$ cat src/adc_host_pkg.sv
// shared constants, register map and state type of the converter host controller
package adc_host_pkg;

    // ---------------------------------------------------------------
    // clock and timing
    // ---------------------------------------------------------------
    localparam int CLK_PERIOD_NS = 10;

    // least times round up to whole cycles
    function automatic int ns_to_cycles(input int ns);
        return (ns + CLK_PERIOD_NS - 1) / CLK_PERIOD_NS;
    endfunction

    localparam int T_W_NS      = 300;  // joint low time of all controls to start
    localparam int T_DS_NS     = 200;  // mode lines settle before controls drop
    localparam int T_SD_NS     = 250;  // status low to valid read data
    localparam int SYNC_STAGES = 2;

    localparam int T_W_CYC  = ns_to_cycles(T_W_NS);
    localparam int T_DS_CYC = ns_to_cycles(T_DS_NS);
    localparam int T_RD_CYC = ns_to_cycles(T_SD_NS) + SYNC_STAGES;

    localparam int CNT_W = 6;

    // ---------------------------------------------------------------
    // register map
    // ---------------------------------------------------------------
    localparam int ADDR_W = 8;
    localparam int DATA_W = 32;

    localparam logic [ADDR_W-1:0] OFF_CTRL     = 8'h00;
    localparam logic [ADDR_W-1:0] OFF_STATUS   = 8'h04;
    localparam logic [ADDR_W-1:0] OFF_RESULT   = 8'h08;
    localparam logic [ADDR_W-1:0] OFF_IRQ_STAT = 8'h0c;
    localparam logic [ADDR_W-1:0] OFF_IRQ_EN   = 8'h10;
    localparam logic [ADDR_W-1:0] OFF_IRQ_CLR  = 8'h14;

    // control register fields
    localparam int CTRL_START  = 0;
    localparam int CTRL_FORMAT = 1;
    localparam int CTRL_POL    = 2;
    localparam int CTRL_CONT   = 3;
    localparam int CTRL_STOP   = 4;

    // status register fields
    localparam int STAT_BUSY    = 0;
    localparam int STAT_CONV    = 1;
    localparam int STAT_VALID   = 2;
    localparam int STAT_R_FMT   = 8;
    localparam int STAT_R_POL   = 9;

    // interrupt fields
    localparam int IRQ_W       = 2;
    localparam int IRQ_DONE    = 0;
    localparam int IRQ_REFUSED = 1;

    localparam logic [1:0] RESP_OKAY = 2'h0;

    // ---------------------------------------------------------------
    // sequencer states, gray from S_IDLE through S_END along the usual path
    // ---------------------------------------------------------------
    typedef enum logic [2:0] {
        S_IDLE    = 3'h0,
        S_SETUP   = 3'h1,
        S_PULSE   = 3'h3,
        S_WAIT_HI = 3'h2,
        S_WAIT_LO = 3'h6,
        S_READ    = 3'h7,
        S_END     = 3'h5,
        S_STOP    = 3'h4
    } state_t;

endpackage

$ cat src/pin_sync.sv
// two-flop synchroniser for pins from the converter
module pin_sync
    import adc_host_pkg::*;
#(
    parameter int W = 1
) (
    // clock and reset
    input  wire logic         i_clk,
    input  wire logic         i_rst_n,
    input  wire logic         i_clk_en,
    // pins
    input  wire logic [W-1:0] i_async,
    output logic      [W-1:0] o_sync
);

    logic [W-1:0] meta;
    logic [W-1:0] next_meta;
    logic [W-1:0] next_sync;

    always_comb begin
        next_meta = i_async;
        next_sync = meta;
    end

    always_ff @(posedge i_clk) begin
        if (!i_rst_n) begin
            meta   <= '0;
            o_sync <= '0;
        end else if (i_clk_en) begin
            meta   <= next_meta;
            o_sync <= next_sync;
        end
    end

endmodule // pin_sync

$ cat src/axi_lite_slave.sv
// axi4-lite slave front end: turns bus transfers into register strobes
module axi_lite_slave
    import adc_host_pkg::*;
(
    // clock and reset
    input  wire logic              i_clk,
    input  wire logic              i_rst_n,
    input  wire logic              i_clk_en,
    // write address and data
    input  wire logic [ADDR_W-1:0] i_awaddr,
    input  wire logic              i_awvalid,
    output logic                   o_awready,
    input  wire logic [DATA_W-1:0] i_wdata,
    input  wire logic [3:0]        i_wstrb,
    input  wire logic              i_wvalid,
    output logic                   o_wready,
    // write response
    output logic [1:0]             o_bresp,
    output logic                   o_bvalid,
    input  wire logic              i_bready,
    // read
    input  wire logic [ADDR_W-1:0] i_araddr,
    input  wire logic              i_arvalid,
    output logic                   o_arready,
    output logic [DATA_W-1:0]      o_rdata,
    output logic [1:0]             o_rresp,
    output logic                   o_rvalid,
    input  wire logic              i_rready,
    // register side
    output logic                   o_wr_en,
    output logic [ADDR_W-1:0]      o_wr_addr,
    output logic [DATA_W-1:0]      o_wr_data,
    output logic [3:0]             o_wr_strb,
    output logic [ADDR_W-1:0]      o_rd_addr,
    input  wire logic [DATA_W-1:0] i_rd_data
);

    logic aw_held;
    logic w_held;
    logic next_aw_held;
    logic next_w_held;
    logic next_bvalid;
    logic next_rvalid;
    logic [ADDR_W-1:0] next_wr_addr;
    logic [DATA_W-1:0] next_wr_data;
    logic [3:0]        next_wr_strb;
    logic [DATA_W-1:0] next_rdata;

    assign o_awready = i_clk_en && !aw_held && !o_bvalid;
    assign o_wready  = i_clk_en && !w_held && !o_bvalid;
    assign o_arready = i_clk_en && !o_rvalid;
    assign o_wr_en   = i_clk_en && aw_held && w_held && !o_bvalid;
    assign o_rd_addr = i_araddr;
    assign o_bresp   = RESP_OKAY;
    assign o_rresp   = RESP_OKAY;

    always_comb begin
        next_aw_held = aw_held;
        next_w_held  = w_held;
        next_wr_addr = o_wr_addr;
        next_wr_data = o_wr_data;
        next_wr_strb = o_wr_strb;
        next_bvalid  = o_bvalid;
        next_rvalid  = o_rvalid;
        next_rdata   = o_rdata;
        if (i_awvalid && o_awready) begin
            next_aw_held = 1'b1;
            next_wr_addr = i_awaddr;
        end
        if (i_wvalid && o_wready) begin
            next_w_held  = 1'b1;
            next_wr_data = i_wdata;
            next_wr_strb = i_wstrb;
        end
        if (o_wr_en) begin
            next_aw_held = 1'b0;
            next_w_held  = 1'b0;
            next_bvalid  = 1'b1;
        end else if (o_bvalid && i_bready) begin
            next_bvalid = 1'b0;
        end
        if (i_arvalid && o_arready) begin
            next_rvalid = 1'b1;
            next_rdata  = i_rd_data;
        end else if (o_rvalid && i_rready) begin
            next_rvalid = 1'b0;
        end
    end

    always_ff @(posedge i_clk) begin
        if (!i_rst_n) begin
            aw_held   <= 1'b0;
            w_held    <= 1'b0;
            o_wr_addr <= '0;
            o_wr_data <= '0;
            o_wr_strb <= '0;
            o_bvalid  <= 1'b0;
            o_rvalid  <= 1'b0;
            o_rdata   <= '0;
        end else if (i_clk_en) begin
            aw_held   <= next_aw_held;
            w_held    <= next_w_held;
            o_wr_addr <= next_wr_addr;
            o_wr_data <= next_wr_data;
            o_wr_strb <= next_wr_strb;
            o_bvalid  <= next_bvalid;
            o_rvalid  <= next_rvalid;
            o_rdata   <= next_rdata;
        end
    end

endmodule // axi_lite_slave

$ cat src/adc_host_ctrl.sv
// host controller driving a bus-attached 8-bit converter's control pins
//
// Implementation choices: the placing of the registers and register access over AXI4-Lite.
module adc_host_ctrl
    import adc_host_pkg::*;
(
    // clock and reset
    input  wire logic              i_clk,
    input  wire logic              i_rst_n,
    input  wire logic              i_clk_en,
    // axi4-lite slave
    input  wire logic [ADDR_W-1:0] i_awaddr,
    input  wire logic              i_awvalid,
    output logic                   o_awready,
    input  wire logic [DATA_W-1:0] i_wdata,
    input  wire logic [3:0]        i_wstrb,
    input  wire logic              i_wvalid,
    output logic                   o_wready,
    output logic [1:0]             o_bresp,
    output logic                   o_bvalid,
    input  wire logic              i_bready,
    input  wire logic [ADDR_W-1:0] i_araddr,
    input  wire logic              i_arvalid,
    output logic                   o_arready,
    output logic [DATA_W-1:0]      o_rdata,
    output logic [1:0]             o_rresp,
    output logic                   o_rvalid,
    input  wire logic              i_rready,
    // converter pins
    output logic                   o_cs_n,
    output logic                   o_ce_n,
    output logic                   o_rw,
    output logic                   o_format,
    output logic                   o_polarity_select,
    input  wire logic              i_status,
    input  wire logic [7:0]        i_data,
    // interrupt
    output logic                   o_irq
);

    // ---------------------------------------------------------------
    // bus front end and pin synchronisers
    // ---------------------------------------------------------------
    logic              wr_en;
    logic [ADDR_W-1:0] wr_addr;
    logic [DATA_W-1:0] wr_data;
    logic [3:0]        wr_strb;
    logic [ADDR_W-1:0] rd_addr;
    logic [DATA_W-1:0] rd_data;
    logic              status_s;
    logic [7:0]        data_s;

    axi_lite_slave u_bus (
        .i_clk     (i_clk),
        .i_rst_n   (i_rst_n),
        .i_clk_en  (i_clk_en),
        .i_awaddr  (i_awaddr),
        .i_awvalid (i_awvalid),
        .o_awready (o_awready),
        .i_wdata   (i_wdata),
        .i_wstrb   (i_wstrb),
        .i_wvalid  (i_wvalid),
        .o_wready  (o_wready),
        .o_bresp   (o_bresp),
        .o_bvalid  (o_bvalid),
        .i_bready  (i_bready),
        .i_araddr  (i_araddr),
        .i_arvalid (i_arvalid),
        .o_arready (o_arready),
        .o_rdata   (o_rdata),
        .o_rresp   (o_rresp),
        .o_rvalid  (o_rvalid),
        .i_rready  (i_rready),
        .o_wr_en   (wr_en),
        .o_wr_addr (wr_addr),
        .o_wr_data (wr_data),
        .o_wr_strb (wr_strb),
        .o_rd_addr (rd_addr),
        .i_rd_data (rd_data)
    );

    pin_sync #(.W(9)) u_sync (
        .i_clk    (i_clk),
        .i_rst_n  (i_rst_n),
        .i_clk_en (i_clk_en),
        .i_async  ({i_status, i_data}),
        .o_sync   ({status_s, data_s})
    );

    // ---------------------------------------------------------------
    // registers and sequencer state
    // ---------------------------------------------------------------
    state_t             state, next_state;
    logic [CNT_W-1:0]   cnt, next_cnt;
    logic               ctrl_format, next_ctrl_format;
    logic               ctrl_pol, next_ctrl_pol;
    logic               ctrl_cont, next_ctrl_cont;
    logic               start_req, next_start_req;
    logic               stop_req, next_stop_req;
    logic               cont_run, next_cont_run;
    logic               res_valid, next_res_valid;
    logic [7:0]         result, next_result;
    logic               res_format, next_res_format;
    logic               res_pol, next_res_pol;
    logic [IRQ_W-1:0]   irq_stat, next_irq_stat;
    logic [IRQ_W-1:0]   irq_en, next_irq_en;
    logic               next_cs_n, next_rw;
    logic               next_format, next_pol;
    logic               wr_ctrl;
    logic [IRQ_W-1:0]   irq_set;
    logic [IRQ_W-1:0]   irq_clr;

    assign wr_ctrl = wr_en && wr_strb[0] && (wr_addr == OFF_CTRL);
    assign o_ce_n  = o_cs_n;
    assign o_irq   = |(irq_stat & irq_en);

    always_comb begin
        rd_data = '0;
        unique case (rd_addr)
            OFF_CTRL: begin
                rd_data[CTRL_FORMAT] = ctrl_format;
                rd_data[CTRL_POL]    = ctrl_pol;
                rd_data[CTRL_CONT]   = ctrl_cont;
            end
            OFF_STATUS: begin
                rd_data[STAT_BUSY]  = (state != S_IDLE);
                rd_data[STAT_CONV]  = status_s;
                rd_data[STAT_VALID] = res_valid;
                rd_data[STAT_R_FMT] = res_format;
                rd_data[STAT_R_POL] = res_pol;
            end
            OFF_RESULT:   rd_data[7:0]       = result;
            OFF_IRQ_STAT: rd_data[IRQ_W-1:0] = irq_stat;
            OFF_IRQ_EN:   rd_data[IRQ_W-1:0] = irq_en;
            default:      rd_data = '0;
        endcase
    end

    always_comb begin
        next_state       = state;
        next_cnt         = cnt;
        next_ctrl_format = ctrl_format;
        next_ctrl_pol    = ctrl_pol;
        next_ctrl_cont   = ctrl_cont;
        next_start_req   = start_req;
        next_stop_req    = stop_req;
        next_cont_run    = cont_run;
        next_res_valid   = res_valid;
        next_result      = result;
        next_res_format  = res_format;
        next_res_pol     = res_pol;
        next_irq_en      = irq_en;
        next_cs_n        = o_cs_n;
        next_rw          = o_rw;
        next_format      = o_format;
        next_pol         = o_polarity_select;
        irq_set          = '0;
        irq_clr          = '0;
        if (wr_ctrl) begin
            // mode bits follow software at any time; the mode lines take them only at the next start
            next_ctrl_format = wr_data[CTRL_FORMAT];
            next_ctrl_pol    = wr_data[CTRL_POL];
            next_ctrl_cont   = wr_data[CTRL_CONT];
            if (wr_data[CTRL_STOP]) begin
                next_stop_req = 1'b1;
            end
            if (wr_data[CTRL_START]) begin
                if (state == S_IDLE && !start_req) begin
                    next_start_req = 1'b1;
                end else begin
                    irq_set[IRQ_REFUSED] = 1'b1;
                end
            end
        end
        if (wr_en && wr_strb[0] && wr_addr == OFF_IRQ_EN) begin
            next_irq_en = wr_data[IRQ_W-1:0];
        end
        if (wr_en && wr_strb[0] && wr_addr == OFF_IRQ_CLR) begin
            irq_clr = wr_data[IRQ_W-1:0];
        end
        if (cnt != '0) begin
            next_cnt = cnt - 1'b1;
        end
        unique case (state)
            S_IDLE: begin
                if (start_req) begin
                    // latch mode lines with rw low, ahead of the selects
                    next_format    = ctrl_format;
                    next_pol       = ctrl_pol;
                    next_cont_run  = ctrl_cont;
                    next_stop_req  = 1'b0;
                    next_start_req = 1'b0;
                    next_rw        = 1'b0;
                    next_cnt       = CNT_W'(T_DS_CYC);
                    next_state     = S_SETUP;
                end
            end
            S_SETUP: begin
                if (cnt == '0) begin
                    // both selects low with rw low is a convert
                    next_cs_n  = 1'b0;
                    next_cnt   = CNT_W'(T_W_CYC);
                    next_state = S_PULSE;
                end
            end
            S_PULSE: begin
                // hold the joint low time, then release the selects in single mode only
                if (cnt == '0) begin
                    if (!cont_run) begin
                        next_cs_n = 1'b1;
                    end
                    next_state = S_WAIT_HI;
                end
            end
            S_WAIT_HI: begin
                if (status_s) begin
                    next_state = cont_run ? S_STOP : S_WAIT_LO;
                end
            end
            S_STOP: begin
                // rw rises only while status is seen high
                if (stop_req && status_s) begin
                    next_rw       = 1'b1;
                    next_stop_req = 1'b0;
                    next_state    = S_WAIT_LO;
                end
            end
            S_WAIT_LO: begin
                // no new command until the cycle finishes
                if (!status_s) begin
                    next_rw    = 1'b1;
                    next_cs_n  = 1'b0;
                    next_cnt   = CNT_W'(T_RD_CYC);
                    next_state = S_READ;
                end
            end
            S_READ: begin
                // sample only after the access time has passed
                if (cnt == '0) begin
                    next_result     = data_s;
                    next_res_valid  = 1'b1;
                    next_res_format = o_format;
                    next_res_pol    = o_polarity_select;
                    next_cs_n       = 1'b1;
                    next_state      = S_END;
                end
            end
            S_END: begin
                irq_set[IRQ_DONE] = 1'b1;
                next_cont_run     = 1'b0;
                next_state        = S_IDLE;
            end
            default: next_state = S_IDLE;
        endcase
        // sticky bits: a new event beats a clear in the same cycle
        next_irq_stat = (irq_stat & ~irq_clr) | irq_set;
    end

    always_ff @(posedge i_clk) begin
        if (!i_rst_n) begin
            state             <= S_IDLE;
            cnt               <= '0;
            ctrl_format       <= 1'b0;
            ctrl_pol          <= 1'b0;
            ctrl_cont         <= 1'b0;
            start_req         <= 1'b0;
            stop_req          <= 1'b0;
            cont_run          <= 1'b0;
            res_valid         <= 1'b0;
            result            <= 8'h00;
            res_format        <= 1'b0;
            res_pol           <= 1'b0;
            irq_stat          <= '0;
            irq_en            <= '0;
            o_cs_n            <= 1'b1;
            o_rw              <= 1'b1;
            o_format          <= 1'b0;
            o_polarity_select <= 1'b0;
        end else if (i_clk_en) begin
            state             <= next_state;
            cnt               <= next_cnt;
            ctrl_format       <= next_ctrl_format;
            ctrl_pol          <= next_ctrl_pol;
            ctrl_cont         <= next_ctrl_cont;
            start_req         <= next_start_req;
            stop_req          <= next_stop_req;
            cont_run          <= next_cont_run;
            res_valid         <= next_res_valid;
            result            <= next_result;
            res_format        <= next_res_format;
            res_pol           <= next_res_pol;
            irq_stat          <= next_irq_stat;
            irq_en            <= next_irq_en;
            o_cs_n            <= next_cs_n;
            o_rw              <= next_rw;
            o_format          <= next_format;
            o_polarity_select <= next_pol;
        end
    end

    // ---------------------------------------------------------------
    // checks
    // ---------------------------------------------------------------
    int unsigned low_len;
    int unsigned rd_len;

    always_ff @(posedge i_clk) begin
        if (!i_rst_n) begin
            low_len <= 0;
            rd_len  <= 0;
        end else if (i_clk_en) begin
            low_len <= (!o_cs_n && !o_rw) ? low_len + 1 : 0;
            rd_len  <= (state == S_READ) ? rd_len + 1 : 0;
        end
    end
endmodule // adc_host_ctrl

$ cat config.mk
export PLATFORM = sky130hd
export DESIGN_NAME = adc_host_ctrl
export DESIGN_NICKNAME = d
export VERILOG_FILES = /design/src/adc_host_pkg.sv /design/src/pin_sync.sv /design/src/axi_lite_slave.sv /design/src/adc_host_ctrl.sv
export SDC_FILE = /design/constraint.sdc
export NUM_CORES = 1
export LEC_CHECK = 0
export ABC_CLOCK_PERIOD_IN_PS = 3400
export BUFFER_PORTS_ARGS = -buffer_cell sky130_fd_sc_hd__buf_4
export CORE_MARGIN = 10
export CORE_UTILIZATION = 56
export DETAILED_ROUTE_END_ITERATION = 10
export PLACE_DENSITY_LB_ADDON = 0.1
export SYNTH_ARGS = -nofsm -noshare
export SYNTH_HDL_FRONTEND = slang
export SYNTH_SLANG_ARGS = --single-unit
export TNS_END_PERCENT = 30
$ cat constraint.sdc
create_clock -name i_clk -period 3.4 [get_ports i_clk]
set_input_delay 0.51 -clock i_clk [delete_from_list [all_inputs] [get_ports i_clk]]
set_output_delay 0.51 -clock i_clk [all_outputs]
set_load 0.03 [all_outputs]
* Word level (Yosys, flattened, before mapping)
Index checks and enable logic that the tools add are counted.
** Storage, ports and cells
- Register bits after elaboration :: 80
** Cells by class
- Add/subtract/negate cells :: 1
- Equal/unequal tests :: 21
- Multiplexer cells :: 55
- Bitwise logic cells :: 4
- Reduce and logical (&&, ||, !) cells :: 53
** Operators with widths (count)
- 1-bit two-way mux :: 30
- 8-bit by 5-bit == test with 1-bit output, second input constant :: 3
- 6-bit two-way mux :: 4
- 3-bit case mux with 8 select lines :: 1
- 3-bit two-way mux :: 7
- 1-bit logical AND :: 19
- 6-bit case mux with 3 select lines :: 1
- 2-bit AND reduction :: 9
- 8-bit by 4-bit == test with 1-bit output, second input constant :: 2
- 8-bit logical NOT :: 2
- 2-bit inequality test, second input constant :: 7
- 3-bit == test, second input constant :: 4
- 2-bit nonzero test :: 5
- 3-bit AND reduction :: 3
- 8-bit by 3-bit == test with 1-bit output, second input constant :: 1
- 1-bit case mux with 4 select lines :: 2
- 8-bit AND reduction :: 1
- 7-bit AND reduction :: 1
- 3-bit by 2-bit == test with 1-bit output, second input constant :: 2
- 6-bit logical NOT :: 1
- 2-bit two-way mux :: 3
- 1-bit case mux with 2 select lines :: 3
- 1-bit case mux with 3 select lines :: 2
- 3-bit nonzero test :: 2
- other kinds (14) :: 19

* Depth between registers and ports, before layout
- Depth in word-level cells :: 9
- Gate-level depth with buffers :: 9
- Depth with buffers taken out :: 9

* By module
A second synthesis with hierarchy kept.
** Unflattened totals
- Cell total of the unflattened synthesis :: 660
- Area, all modules :: 6064.6 um2
** By module, submodules not included
- axi_lite_slave :: instances 1, cells each 362, area an instance 3333.2 um2, seq. area each 1601.5 um2
- adc_host_ctrl :: instances 1, cells each 241, area an instance 2043.2 um2, seq. area each 680.7 um2
- pin_sync :: instances 1, cells each 57, area an instance 688.2 um2, seq. area each 360.3 um2

* Worst setup path before layout
OpenSTA, ideal clock, no wires.
- Kind :: input -> register
- Start :: in i_clk_en
- End :: reg u_bus.o_wr_addr[0]
- Library setup time :: 70 ps
- Arrival :: 1972 ps
- Slack :: 1358 ps
- Cell stages on the path :: 5
- Buffers on the path :: 1
- Cells stage by stage :: nor3b_1 -> and2_1 -> clkbuf_1 -> nand2_1 -> a21boi_1
** On the way
- Longest elaborated chain between the ends :: 4
** RTL lines
- from (decl) :: line adc_host_ctrl.sv:10 : input wire logic i_clk_en,
- 1-bit logical AND (2 in a row) :: line axi_lite_slave.sv:49 : assign o_awready = i_clk_en && !aw_held && !o_bvalid;
- 1-bit logical AND :: line axi_lite_slave.sv:66 : if (i_awvalid && o_awready) begin
- 2-bit AND reduction (no source line) (*)
- to (signal assigned) :: line axi_lite_slave.sv:103 : o_wr_addr <= next_wr_addr;
- to (decl) :: line axi_lite_slave.sv:31 : output logic [ADDR_W-1:0] o_wr_addr,
Mark *: on every way between the ends. The rest lies on a longest branch, timed or not.
A chain may end at the register's enable or synchronous reset.

* Worst setup path in the final report
- Start :: reg cnt[0]
- End :: reg cnt[0]
** On the way
- Longest elaborated chain between the ends :: 4
** RTL lines
- from (decl) :: line adc_host_ctrl.sv:94 : logic [CNT_W-1:0] cnt, next_cnt;
- from (signal assigned) :: line adc_host_ctrl.sv:281 : cnt <= next_cnt;
- 6-bit by 1-bit subtractor with 6-bit output / 6-bit nonzero test (equally long branches) :: line adc_host_ctrl.sv:182, adc_host_ctrl.sv:181
- 6-bit two-way mux :: line adc_host_ctrl.sv:181 : if (cnt != '0) begin
- 6-bit two-way mux, on equally long branches :: line adc_host_ctrl.sv:230, adc_host_ctrl.sv:186, adc_host_ctrl.sv:199
- 6-bit case mux with 3 select lines (*) :: line adc_host_ctrl.sv:184 : unique case (state)
Marks and branches as above.

==> results.cfg <==
[status]
status = complete, no violations

[die]
fp.dieArea_sq_mm = 0.01084
start_util_pct = 58.00
die_w_microns = 104.1
rows = 30
die_y_microns = 104.1
io_pins = 116
core-area_sq_mm = 0.006832

[placed_design]
place_hpwl_mm = 6.290
dp_cells = 561
port_buffers = 59
place_ws_ns = 1.181
finalWeightedCongestion = 0.8513

[synth]
syn_inst = 433
synth.cell_area_sq_mm = 0.003963
yosysTopAreaCell = dfxtp_1
seq_area_frac_synth_pct = 40.42
ys_seq_elements = 80
ys_async_sr_fraction_pct = 0
synth_edf_count = 0
netlist_top_cells_area = dfxtp_1, mux2i_1, nor2b_1
yosysTopAreaCellShare_pct = 40.42
synth.distinct_cells = 63
ys_warn_count = 0
synthFlopType = dfxtp_1
syn_area_per_cell_sq_um = 9.151

[clocking]
htreeDepth = 3
post-cts-setup-buffer-count = 0
cts_hold_buf = 0
clk_latency_ns = 0.35
path_clk_slew_ns = 0.08
cts_sinks = 80
cts_tree = yes
cts-root-buf = clkbuf_8
cts_repair_resize_count = 0
cts_buffers = 9
clockBufferDepth = 2

[sta]
tns_ns = 0
setup_violations = 0
rsz0062_at_grt = no
hold_viol_final = 0
fmax_mhz = 444.6
timing.final.crit_period_ns = 2.249
skew_ns = 0.004879
tightest_slew_ns = 0.6647
slew_headroom_pct = 55.62
finalWorstSetupSlack_ns = 1.151
fin_crit_sh_pct = 66.15
maxSlewViolCount = 0

[finish]
area_delta_synth_final_pct = 14.30
final_nets = 548
drive_above_1_share_pct = 18.71
final_cell_mix = dfxtp_1, buf_4, nor2b_1
stdcell_count = 577
nFillCells = 610
final_common_cell = dfxtp_1
diodes = 0

[global_route]
grt_pass1_vias = 3105
overflow = 0
grt_antenna_before_repair = 0
track_usage_pct = 15.83
grt_pass1_wl_mm = 14.62
grt_max_degree = 83

[detailed_routing]
first_pass_iters = 4
drcViolationCount = 0
drtAntennaViolNets = 0
drtIter0Drc = 122
vias = 3094
via_per_inst = 5.362
wire_per_inst_microns = 15.10
routed_wl_mm = 8.712

[pwr]
vdd_ir_drop_max_uv = 338.5
power_density_mw_per_mm2 = 447.6
p_total_w = 0.002027
p_leak_nw = 1.782

[flow_run]
maxCapViolations = 0

[min_path]
hp-class = in2reg
min_from = i_awaddr[0]

[critical_path]
cp-end-kind = flop
worstSetupPathType = reg2reg
crit_required_ns = 3.68
timing.rr.start = cnt[0]$_SDFFE_PN0P_
setup.worst_path.start = cnt[0]$_SDFFE_PN0P_
worstPathMaxFanout = 5
cp.arrival_ns = 2.53
setup.worst_path.start_class = flop
==> cell usage after synthesis (all sizes together), types with 2 or more instances <==
master / number
o21a: 6
a31oi: 6
or2: 2
or4: 2
nor4b: 2
xnor2: 2
mux2i: 45
o311ai: 2
dfxtp: 80
o21ai: 13
nor3b: 4
nand2: 38
nand3b: 3
a21boi: 15
a32o: 3
inv: 11
clkbuf: 25
nand3: 8
and2: 4
nor2: 14
buf: 31
nor2b: 55
nand2b: 4
nor3: 6
a32oi: 6
nand4: 2
o31ai: 3
or4b: 4
or3: 2
a21oi: 7
nor4: 5
ha: 3
==> critical path, stage by stage (launching register included) <==
cell and delay [ns]:
dfxtp_1 0.33, inv_1 0.08, ha_1 0.25, or4b_1 0.52
nor2_1 0.24, inv_2 0.10, ha_1 0.29, a21oi_1 0.13
a21oi_1 0.06, a31oi_1 0.18
==> routing by layer <==
metal	vias to the layer above	track usage [%]	share of wire, %
met5	-	0	0
li1	1543	-	-
met1	1435	19.30	44
met2	97	25.45	48
met3	19	4.957	6.2
met4	0	5.964	1.7
==> per-stage QoR <==
step	instance area, sq um	util, %	hold slack, ns
finish	4529	66.30	0.4030
global route	4529	66.30	0.3993
detailed placement	4325	63.32	0.4483
floorplan	4056	-	0.4345
global placement	4325	63.32	0.4425
CTS	4529	66.30	0.3941
==> final timing paths <==
check / depth (start not counted) / slack, ns / end
hold / removal: 3 / 0.40 / u_bus.o_wr_addr[0]$_SDFFE_PN0P_
setup / recovery: 9 / 1.15 / cnt[0]$_SDFFE_PN0P_
setup reg to reg: 9 / 1.15 / cnt[0]$_SDFFE_PN0P_
hold reg to reg: 2 / 0.46 / u_bus.o_wr_addr[1]$_SDFFE_PN0P_
==> power breakdown <==
part	internal [W]	switching [W]	leakage, nW
sequential	0.000970	0.0000312	0.650
combinational	0.000136	0.000180	1.04
clock	0.000345	0.000365	0.0960
total	0.00145	0.000576	1.78
==> final cells by class <==
cell class | count | area, sq um | share of cell area, %
clock inverters | 7 | 80.08 | 1.768
clock buffers | 9 | 123.9 | 2.735
inverters | 11 | 41.29 | 0.9116
well taps | 96 | 120.1 | 2.652
flip-flops and latches | 80 | 1602 | 35.36
multi-input cells | 311 | 2090 | 46.13
repair buffers | 63 | 473.0 | 10.44
==> registers in the layout (all words and copies together), names as in the netlist, 2 cells and up <==
signal           cells
u_bus.o_wr_addr      8
u_sync.o_sync        9
u_bus.o_rdata       10
u_sync.meta          9
result               8
irq_stat             2
irq_en               2
cnt                  6
u_bus.o_wr_data      5
state                3
==> logic make-up (layout without fill, tap and decap cells) <==
group                      count (synthesis)  after routing  share of synthesized area, %
DFF                                       80             80                         40.42
and+or+nand+nor                          158            158                         23.11
muxes                                     46             46                         11.94
other                                      1             26                       0.09464
xor gates and xnor gates                   3              3                        0.6632
AOI/OAI and AO/OA                         75             75                         13.61
buffers and inverters                     67             90                         9.220
adders and majority gates                  3              3                        0.9474
Power figures use the tool's default switching activity.
